$ cat src/srxr_pkg.sv
// srxr_pkg: shared constants, register indices and carrier types of the receive register bank
package srxr_pkg;

	// ==================================================
	// sizes
	localparam int NUM_LANES = 8;
	localparam int LANE_W = 32;
	localparam int SAMPLE_W = 16;
	localparam int NUM_CONV = 4;
	localparam int NUM_SLOT = 16;
	localparam int ADDR_W = 16;
	localparam int IDX_W = 12;

	// ==================================================
	// register indices (byte address is four times the index)
	localparam logic [11:0] IDX_CMP_CTRL = 12'h32c;
	localparam logic [11:0] IDX_REF_LOW = 12'h32d;
	localparam logic [11:0] IDX_REF_HIGH = 12'h32e;
	localparam logic [11:0] IDX_CMP_RESULT = 12'h32f;
	localparam logic [11:0] IDX_IRQ_STATUS = 12'h330;
	localparam logic [11:0] IDX_IRQ_MASK = 12'h331;
	localparam logic [11:0] IDX_INVERT = 12'h334;
	localparam logic [11:0] IDX_DEV_IDENT = 12'h400;
	localparam logic [11:0] IDX_BANK_IDENT = 12'h401;
	localparam logic [11:0] IDX_LANE_ADJ = 12'h402;
	localparam logic [11:0] IDX_SCR_LANES = 12'h403;
	localparam logic [11:0] IDX_OCTETS = 12'h404;
	localparam logic [11:0] IDX_FRAMES = 12'h405;

	// ==================================================
	// field positions
	localparam int CTRL_EN_BIT = 0;
	localparam int CTRL_CLR_BIT = 1;
	localparam int CTRL_DAC_LSB = 2;
	localparam int CTRL_SLOT_LSB = 4;
	localparam int STAT_MISMATCH_BIT = 0;
	localparam int STAT_CFG_BIT = 1;
	localparam int LANE_ADJDIR_BIT = 6;
	localparam int LANE_PHADJ_BIT = 5;
	localparam int SCR_FLAG_BIT = 7;

	// ==================================================
	// reset values
	localparam logic [7:0] RST_BYTE = 8'h00;
	localparam logic [31:0] RST_WORD = 32'h0000_0000;

	// ==================================================
	// carriers
	typedef struct packed {
		logic [7:0] device_ident;
		logic [7:0] bank_ident;
		logic adjust_dir;
		logic phase_req;
		logic [4:0] lane_ident;
		logic scramble;
		logic [4:0] lanes_m1;
		logic [7:0] octets_m1;
		logic [4:0] frames_m1;
	} srxr_ilas_cfg_t;

	// msb first, so the packed order matches the control byte layout
	typedef struct packed {
		logic [3:0] slot_sel;
		logic [1:0] dac_sel;
		logic clear;
		logic enable;
	} srxr_cmp_ctrl_t;

	typedef enum logic [0:0] {
		SRXR_PH_WAIT = 1'b0,
		SRXR_PH_ANSWER = 1'b1
	} srxr_apb_phase_t;

endpackage

$ cat src/srxr_lane_invert.sv
// srxr_lane_invert: registered optional inversion of one lane's deserialized data
`timescale 1ns/1ps
module srxr_lane_invert #(
	parameter int W = 32
) (
	// clock and reset
	input wire logic clk,
	input wire logic sys_rst,
	// lane data
	input wire logic invert,
	input wire logic [W-1:0] lane_in,
	output logic [W-1:0] lane_out
);

	// flip every bit when this lane's mask bit is set
	always_ff @(posedge clk) begin
		if (sys_rst) begin
			lane_out <= '0;
		end else begin
			lane_out <= invert ? ~lane_in : lane_in;
		end
	end
endmodule

$ cat src/srxr_regs.sv
// srxr_regs: apb register bank for lane inversion, sample test and received link config
`timescale 1ns/1ps

// Function
// - read/write reference sample low byte
// - read/write reference sample high byte
// - compare reference with selected received sample
// - result bit 0: 1 mismatch, rest zero
// - eight-bit lane inversion mask, reset zero
// - mask bit n inverts lane n
// - capture received device identifier, read-only
// - capture received bank identifier, read-only
// - bit 6 holds received adjust direction
// - bit 5 phase request, bit 7 reserved
// - bits 4..0 hold received lane identifier
// - bit 7 holds received scrambling flag
// - bits 4..0 hold lanes count minus one
// - octets per frame minus one, read-only
// - config only from lane 0, reset zero
// - compare only when enabled; clear resets result
// - frames per multiframe minus one, five bits
module srxr_regs (
	// clock and reset
	input wire logic clk,
	input wire logic sys_rst,
	// apb slave
	input wire logic psel,
	input wire logic penable,
	input wire logic pwrite,
	input wire logic [srxr_pkg::ADDR_W-1:0] paddr,
	input wire logic [31:0] pwdata,
	output logic [31:0] prdata,
	output logic pready,
	output logic pslverr,
	// interrupt
	output logic irq,
	// deserialized lanes in and out
	input wire logic [srxr_pkg::NUM_LANES*srxr_pkg::LANE_W-1:0] lane_data_in,
	output logic [srxr_pkg::NUM_LANES*srxr_pkg::LANE_W-1:0] lane_data_out,
	// transport samples for the short test
	input wire logic sample_valid,
	input wire logic [srxr_pkg::NUM_CONV*srxr_pkg::NUM_SLOT*srxr_pkg::SAMPLE_W-1:0] samples,
	// alignment configuration decoded from lane 0
	input wire logic lane0_cfg_done,
	input wire srxr_pkg::srxr_ilas_cfg_t lane0_cfg,
	// test result
	output logic sample_compare_mismatch
);

	// ==================================================
	// declarations
	srxr_pkg::srxr_apb_phase_t phase;
	srxr_pkg::srxr_cmp_ctrl_t cmp_ctrl;
	srxr_pkg::srxr_ilas_cfg_t cfg;
	logic [7:0] expected_sample_low_byte;
	logic [7:0] expected_sample_high_byte;
	logic [7:0] lane_invert_bits;
	logic [7:0] irq_status;
	logic [7:0] irq_mask;
	logic [srxr_pkg::IDX_W-1:0] idx;
	logic access;
	logic done;
	logic wr_done;
	logic rd_done;
	logic mapped;
	logic [7:0] next_rdata;
	logic fail_now;
	logic fail_prev;
	logic mismatch_event;

	// ==================================================
	// apb decode
	assign idx = paddr[srxr_pkg::IDX_W+1:2];
	assign access = psel && penable;
	assign done = access && pready;
	assign wr_done = done && pwrite;
	assign rd_done = done && !pwrite;

	// read mux, unmapped indices read zero and raise an error
	always_comb begin
		next_rdata = srxr_pkg::RST_BYTE;
		mapped = 1'b1;
		case (idx)
			srxr_pkg::IDX_CMP_CTRL: begin
				next_rdata = cmp_ctrl;
			end
			srxr_pkg::IDX_REF_LOW: begin
				next_rdata = expected_sample_low_byte;
			end
			srxr_pkg::IDX_REF_HIGH: begin
				next_rdata = expected_sample_high_byte;
			end
			srxr_pkg::IDX_CMP_RESULT: begin
				next_rdata = {7'b000_0000, fail_now};
			end
			srxr_pkg::IDX_IRQ_STATUS: begin
				next_rdata = irq_status;
			end
			srxr_pkg::IDX_IRQ_MASK: begin
				next_rdata = irq_mask;
			end
			srxr_pkg::IDX_INVERT: begin
				next_rdata = lane_invert_bits;
			end
			srxr_pkg::IDX_DEV_IDENT: begin
				next_rdata = cfg.device_ident;
			end
			srxr_pkg::IDX_BANK_IDENT: begin
				next_rdata = cfg.bank_ident;
			end
			srxr_pkg::IDX_LANE_ADJ: begin
				// reserved top bit, direction, phase request, lane identifier
				next_rdata = {1'b0, cfg.adjust_dir, cfg.phase_req, cfg.lane_ident};
			end
			srxr_pkg::IDX_SCR_LANES: begin
				next_rdata = {cfg.scramble, 2'b00, cfg.lanes_m1};
			end
			srxr_pkg::IDX_OCTETS: begin
				next_rdata = cfg.octets_m1;
			end
			srxr_pkg::IDX_FRAMES: begin
				next_rdata = {3'b000, cfg.frames_m1};
			end
			default: begin
				mapped = 1'b0;
			end
		endcase
	end

	// ==================================================
	// apb answer: one wait state, then ready with data
	always_ff @(posedge clk) begin
		if (sys_rst) begin
			phase <= srxr_pkg::SRXR_PH_WAIT;
			pready <= 1'b0;
			pslverr <= 1'b0;
			prdata <= srxr_pkg::RST_WORD;
		end else begin
			case (phase)
				srxr_pkg::SRXR_PH_WAIT: begin
					if (access) begin
						phase <= srxr_pkg::SRXR_PH_ANSWER;
						pready <= 1'b1;
						pslverr <= !mapped;
						prdata <= pwrite ? srxr_pkg::RST_WORD : {24'h00_0000, next_rdata};
					end
				end
				srxr_pkg::SRXR_PH_ANSWER: begin
					phase <= srxr_pkg::SRXR_PH_WAIT;
					pready <= 1'b0;
					pslverr <= 1'b0;
				end
				default: begin
					phase <= srxr_pkg::SRXR_PH_WAIT;
					pready <= 1'b0;
				end
			endcase
		end
	end

	// ==================================================
	// writable registers, taken at the completing edge only
	always_ff @(posedge clk) begin
		if (sys_rst) begin
			expected_sample_low_byte <= srxr_pkg::RST_BYTE;
			expected_sample_high_byte <= srxr_pkg::RST_BYTE;
			lane_invert_bits <= srxr_pkg::RST_BYTE;
			cmp_ctrl <= srxr_pkg::RST_BYTE;
			irq_mask <= srxr_pkg::RST_BYTE;
		end else if (wr_done) begin
			case (idx)
				srxr_pkg::IDX_REF_LOW: expected_sample_low_byte <= pwdata[7:0];
				srxr_pkg::IDX_REF_HIGH: expected_sample_high_byte <= pwdata[7:0];
				srxr_pkg::IDX_INVERT: lane_invert_bits <= pwdata[7:0];
				srxr_pkg::IDX_CMP_CTRL: cmp_ctrl <= pwdata[7:0];
				srxr_pkg::IDX_IRQ_MASK: irq_mask <= pwdata[7:0];
				default: begin
				end
			endcase
		end
	end

	// ==================================================
	// received link configuration, lane 0 only, read-only
	always_ff @(posedge clk) begin
		if (sys_rst) begin
			cfg <= '0;
		end else if (lane0_cfg_done) begin
			cfg <= lane0_cfg;
		end
	end

	// ==================================================
	// short transport test
	srxr_sample_compare u_compare (
		.clk(clk),
		.sys_rst(sys_rst),
		.ctrl(cmp_ctrl),
		.reference({expected_sample_high_byte, expected_sample_low_byte}),
		.sample_valid(sample_valid),
		.samples(samples),
		.sample_compare_mismatch(fail_now)
	);

	// ==================================================
	// per lane inversion, mask bit n on logical lane n
	genvar g;
	generate
		for (g = 0; g < srxr_pkg::NUM_LANES; g++) begin : gen_lane
			srxr_lane_invert #(
				.W(srxr_pkg::LANE_W)
			) u_inv (
				.clk(clk),
				.sys_rst(sys_rst),
				.invert(lane_invert_bits[g]),
				.lane_in(lane_data_in[g*srxr_pkg::LANE_W +: srxr_pkg::LANE_W]),
				.lane_out(lane_data_out[g*srxr_pkg::LANE_W +: srxr_pkg::LANE_W])
			);
		end
	endgenerate

	// ==================================================
	// result output and failure edge
	always_ff @(posedge clk) begin
		if (sys_rst) begin
			fail_prev <= 1'b0;
			sample_compare_mismatch <= 1'b0;
		end else begin
			fail_prev <= fail_now;
			sample_compare_mismatch <= fail_now;
		end
	end
	assign mismatch_event = fail_now && !fail_prev;

	// ==================================================
	// sticky status, cleared by reading it; a new event wins
	always_ff @(posedge clk) begin
		if (sys_rst) begin
			irq_status <= srxr_pkg::RST_BYTE;
		end else begin
			// clear only the bits the read returned, an event during the read survives
			if (rd_done && idx == srxr_pkg::IDX_IRQ_STATUS) begin
				irq_status <= irq_status & ~prdata[7:0];
			end
			if (mismatch_event) begin
				irq_status[srxr_pkg::STAT_MISMATCH_BIT] <= 1'b1;
			end
			if (lane0_cfg_done) begin
				irq_status[srxr_pkg::STAT_CFG_BIT] <= 1'b1;
			end
		end
	end

	// level interrupt from unmasked status
	always_ff @(posedge clk) begin
		if (sys_rst) begin
			irq <= 1'b0;
		end else begin
			irq <= |(irq_status & irq_mask);
		end
	end
endmodule

$ cat src/srxr_sample_compare.sv
// srxr_sample_compare: short transport test, one selected sample against a reference
`timescale 1ns/1ps
module srxr_sample_compare (
	// clock and reset
	input wire logic clk,
	input wire logic sys_rst,
	// control
	input wire srxr_pkg::srxr_cmp_ctrl_t ctrl,
	input wire logic [srxr_pkg::SAMPLE_W-1:0] reference,
	// received samples, converter major, slot minor
	input wire logic sample_valid,
	input wire logic [srxr_pkg::NUM_CONV*srxr_pkg::NUM_SLOT*srxr_pkg::SAMPLE_W-1:0] samples,
	// result
	output logic sample_compare_mismatch
);

	logic [5:0] pick;
	logic [srxr_pkg::SAMPLE_W-1:0] chosen;

	// select converter and slot
	assign pick = {ctrl.dac_sel, ctrl.slot_sel};
	assign chosen = samples[pick*srxr_pkg::SAMPLE_W +: srxr_pkg::SAMPLE_W];

	// result is held until the clear control resets it
	always_ff @(posedge clk) begin
		if (sys_rst || ctrl.clear) begin
			sample_compare_mismatch <= 1'b0;
		end else if (ctrl.enable && sample_valid && chosen != reference) begin
			sample_compare_mismatch <= 1'b1;
		end
	end
endmodule

$ cat config.mk
export PLATFORM = sky130hd
export DESIGN_NAME = srxr_regs
export DESIGN_NICKNAME = d
export VERILOG_FILES = /design/src/srxr_pkg.sv /design/src/srxr_lane_invert.sv /design/src/srxr_regs.sv /design/src/srxr_sample_compare.sv
export SDC_FILE = /design/constraint.sdc
export NUM_CORES = 1
export LEC_CHECK = 0
export BUFFER_PORTS_ARGS = -buffer_cell sky130_fd_sc_hd__buf_2
export CAP_MARGIN = 25
export CORE_AREA = 3 3 657 659
export CTS_CLUSTER_DIAMETER = 100
export DETAILED_ROUTE_END_ITERATION = 10
export DIE_AREA = 0 0 660 662
export PLACE_DENSITY_LB_ADDON = 0.15
export SYNTH_ARGS = -nofsm -noshare
export SYNTH_HDL_FRONTEND = slang
export SYNTH_SLANG_ARGS = --single-unit
$ cat constraint.sdc
create_clock -name clk -period 3.2 [get_ports clk]
set_clock_uncertainty 0.1 [all_clocks]
set_input_delay 0.48 -clock clk [delete_from_list [all_inputs] [get_ports clk]]
set_output_delay 0.48 -clock clk [all_outputs]
set_load 0.05 [all_outputs]
After elaboration in Yosys (flattened, before gate mapping). Cells that the tools add are included.

Register bits after elaboration: 384. Input port bits: 1377. Logic and storage cells: 105.

Eq/ne operators: 15. Shift operators: 1. Mux-type cells: 20. Bitwise logic cells: 12. Reductions and logical operators: 22.

Operators with widths (number): $shiftx A1024 B11 Y16 (1); $mux W32 (8); $not A32 Y32 (8); $pmux W8 S13 (1); $eq A12 B10 Y1 const B (7); $eq A12 B11 Y1 const B (6); $and A8 B8 Y8 (2); $ne A16 B16 Y1 (1); $reduce_or A13 Y1 (1); $reduce_and A2 Y1 (6); $logic_and A1 B1 Y1 (8); $mux W8 (1); $not A8 Y8 (1); $reduce_or A8 Y1 (1); $mux W1 (6); $pmux W1 S2 (3); $reduce_bool A2 Y1 (2); $logic_not A1 Y1 (3); $mux W2 (1); $ne A2 B2 Y1 const B (1); $logic_or A1 B1 Y1 (1); $not A1 Y1 (1).

Logic depth before layout (Yosys ltp).
Word-level depth: 6. Gate-level depth with buffers: 14.

Modules after synthesis. From an unflattened synthesis, not the netlist that was laid out.

Cells, all modules: 2117. Area, all modules: 22791.9 um^2.

Modules (own cells, without submodules): srxr_lane_invert (instances 8, cells an instance 103, area an instance 1123.6 um^2); srxr_sample_compare (instances 1, cells an instance 781, area an instance 8921.1 um^2); srxr_regs (instances 1, cells an instance 512, area an instance 4882.2 um^2).

Worst setup path after synthesis. OpenSTA, ideal clock, no wires.

Path type: reg2reg. From: register cmp_ctrl[5] (netlist name). To: register u_compare.sample_compare_mismatch. Library setup time: 135 ps. Data arrival time: 2573 ps. Required time: 2965 ps. Setup slack: 391 ps. Cell stages (with the launch flop): 14. Buffers on the path: 6. Period minus slack after synthesis: 2809 ps. Path through: dfxtp_1 -> buf_4 -> buf_4 -> buf_4 -> buf_2 -> buf_2 -> buf_2 -> mux2i_1 -> nand2_1 -> a311oi_1 -> nand2_1 -> xor2_1 -> a2111oi_0 -> a31oi_1.

Cells in the longest elaborated chain, start to end: 3.

Ends and longest elaborated chain: start, declared (line srxr_regs.sv:53) `srxr_pkg::srxr_cmp_ctrl_t cmp_ctrl;`; start signal, assigned (line srxr_regs.sv:168) `cmp_ctrl <= srxr_pkg::RST_BYTE;`; start signal, assigned (line srxr_regs.sv:175) `srxr_pkg::IDX_CMP_CTRL: cmp_ctrl <= pwdata[7:0];`; $shiftx A1024 B11 Y16 (line srxr_sample_compare.sv:22) `assign chosen = samples[pick*srxr_pkg::SAMPLE_W +: srxr_pkg::SAMPLE_W];`; $ne A16 B16 Y1 (line srxr_sample_compare.sv:28) `end else if (ctrl.enable && sample_valid && chosen != reference) begin`; $logic_and A1 B1 Y1 (line srxr_sample_compare.sv:28); end signal, assigned (line srxr_sample_compare.sv:27) `sample_compare_mismatch <= 1'b0;`; end signal, assigned (line srxr_sample_compare.sv:29) `sample_compare_mismatch <= 1'b1;`; end, declared (line srxr_sample_compare.sv:14) `output logic sample_compare_mismatch`.

No other way between the ends. A chain may end at the register's enable or synchronous reset.

Final worst setup path.
From: register cmp_ctrl[4] (netlist name). To: register u_compare.sample_compare_mismatch.

Same word-level chain as after synthesis.

==> metrics <==
Final ANT Viol Nets 0; Clock Path Buffers 3; largest net degree at the start of global routing 81; Synth Register Bits 360; die width 660 um; fin util 0.106; sequential area share after synthesis 0.334; synth-to-layout area growth 109%; Post-DP HPWL around 220 mm; crit path max-delay cell type mux4_2; num ports ~1,700; crit-path max FO 8; f_max 287 MHz; vias in the first global route 28,100; most frequent cells after synthesis nor2_1, dfxtp_1, xnor2_1; Crit path buffers/inverters 4; Netlist Area Pre-Place 21,600 um^2; total congestion overflow 0; RePlAce Congestion slightly above 0.8; WL final 243 mm; Worst setup SP type register; RSZ-0062 raised after global routing true; number of flip-flops in the largest register 256; Die Height 662 um; GRT Total Usage 0.107; family with the most delay on the worst path multiplexers; first-pass GRT wire length roughly 300 mm; # nets final 5,534; Finished Cell Area approximately 45,000 um^2; top-count cell post-synth nor2_1; placed cells 9,452; Worst-Margin Slew 0.855 ns; post-route DRC violation count 0; status finished with violations; DP Area just under 40,000 um^2; setup ws final -0.288 ns; Synth Instances 2,025; number of CTS-inserted buffers 60; Die Area roughly 440,000 um^2; fin crit share 1.09; FP Rows between 200 and 250; VDD IR max 0.476 mV; Hold Path Class input port to register; crit path DAT 3.98 ns; Max stage delay on crit path 0.60 ns; setup TNS -0.288 ns; critical-path cell list buf_12 -> buf_12 -> buf_6 -> mux4_2 -> mux2_4 -> o22ai_4 -> nor4_4 -> a21oi_4 -> xnor2_2 -> a2111oi_4 -> buf_4 -> and4_4 -> a31oi_1; layout cells sized above 1 0.569; worst path required time 3.69 ns; Synth Flop Type dfxtp_1; relative slew slack 0.430; largest registers gen_lane.u_inv.lane_out x256, cfg x42; Yosys top cell area share 0.334; EDFF count, synth 0; Synth cell types 64; most frequent CP cell buf_12; htree depth 2; clock latency on the worst-skew pair ~0.75 ns; drt via density about 2.6; Overall Power 15.1 mW; Synth area leader dfxtp_1; failing checks negative setup slack; main area contributors after synthesis dfxtp_1, mux4_2, xnor2_1; MaxCap Viol Count 0; CTS tree done; # setup viols final 1; Biggest register gen_lane.u_inv.lane_out; Final Critical Period 3.49 ns; kind of end point of the critical path register; LEAKAGE ~18 nW; synth warn 0; cell area power density around 330 nW/um^2; # clock sinks 360; core area 427,000 um^2; DR iter-0 viols about 1,300; initial antenna violation count 177; fin cells approximately 10,000; Final Hold Fails 0; Avg Inst Size Synth 10.7 um^2; PortBufs between 1,500 and 2,000; initial core utilization 0.0506; Routed wire per std cell 24.4 um; Pre-Repair DR Iteration Count 8; Root Driver clkbuf_16; Clock transition at path regs 0.05 ns; FFs w/ async S/R, synth 0; Slew Limit Fails 0; vias 26,100; WS Path Type register to register
## power by group
part | switching (mW) | internal, mW
combinational | 1.82 | 1.43
clock | 2.89 | 4.22
sequential | 0.0748 | 4.69
## final cells by class
| class | count | area (um^2) |
|---|---|---|
| Clock inverter | 27 | 372 |
| Timing Repair Buffer | 2250 | 14500 |
| Sequential cell | 360 | 7240 |
| Antenna cell | 81 | 203 |
| Tap cell | 5687 | 7120 |
| Fill cell | 49500 | 382000 |
| Multi-Input combinational cell | 1477 | 14000 |
| Inverter | 8 | 32.5 |
| Clock buffer | 85 | 1770 |
## repair_timing
action                                  in CTS  in global routing
setup buffers                               15                 19
endpoints found under the setup margin       1                  1
gates cloned                                 1                  0
pin swaps                                   18                 30
gates resized for setup                     69                 55
hold buffers                               300                  0
endpoints found under the hold margin      321                  0
## routing by layer
metal | up-vias | share of wire | global-route usage
met4 | 66 | 0.026 | 0.0186
met1 | 12700 | 0.35 | 0.110
met3 | 395 | 0.051 | 0.0214
li1 | 11700 | - | -
met2 | 1164 | 0.57 | 0.219
met5 | - | 0.0018 | 0
## stage by stage
stage	setup slack, ns	hold WS, ns
after floorplan	0.391	0.310
after global placement	-1.56	0.330
after detailed placement	-1.43	0.332
after CTS	-0.429	0.00402
after global routing	-0.396	0.0217
final	-0.288	0.0331
## placed cells by master, fill, tap and decap left out, drive strengths merged, types with 5 or more instances in the layout
cell / instances
xor2: 9
mux4: 218
buf: 1950
mux2: 7
o21ai: 12
a222oi: 16
nor3: 12
nor2: 380
a211oi: 10
inv: 18
nand2: 47
nor2b: 12
clkbuf: 85
a221oi: 18
diode: 81
a22oi: 81
a31oi: 10
a22o: 5
a21oi: 39
dlygate4sd3: 300
nand4: 11
nor4: 10
xnor2: 265
dfxtp: 360
mux2i: 190
nand2b: 14
o22ai: 14
nand3: 23
clkinv: 9
conb: 24
and2: 6
## kinds of logic (layout without fill, tap and decap cells)
kind of cell | Yosys count | count (layout) | synth area share
DFF | 360 | 360 | 0.334
other | 1 | 105 | 0.000174
and+or+nand+nor | 532 | 532 | 0.106
xor gates and xnor gates | 274 | 274 | 0.111
muxes | 415 | 415 | 0.319
buffers and inverters | 211 | 2370 | 0.0520
AOI/OAI and AO/OA | 232 | 232 | 0.0780
## tightest hold or removal path, stage by stage
cell	delay [ns]
buf_2	0.09
xnor2_1	0.15
nor2_1	0.12
## worst paths after layout
path	startpoint	endpoint	slack, ns	cells past startpoint
max	cmp_ctrl[4]	u_compare.sample_compare_mismatch	-0.29	13
min	lane_data_in[55]	gen_lane[1].u_inv.lane_out[23]	0.03	3
max reg2reg	cmp_ctrl[4]	u_compare.sample_compare_mismatch	-0.29	13
min reg2reg	phase	pready	0.34	1
Power figures use the tool's default switching activity.
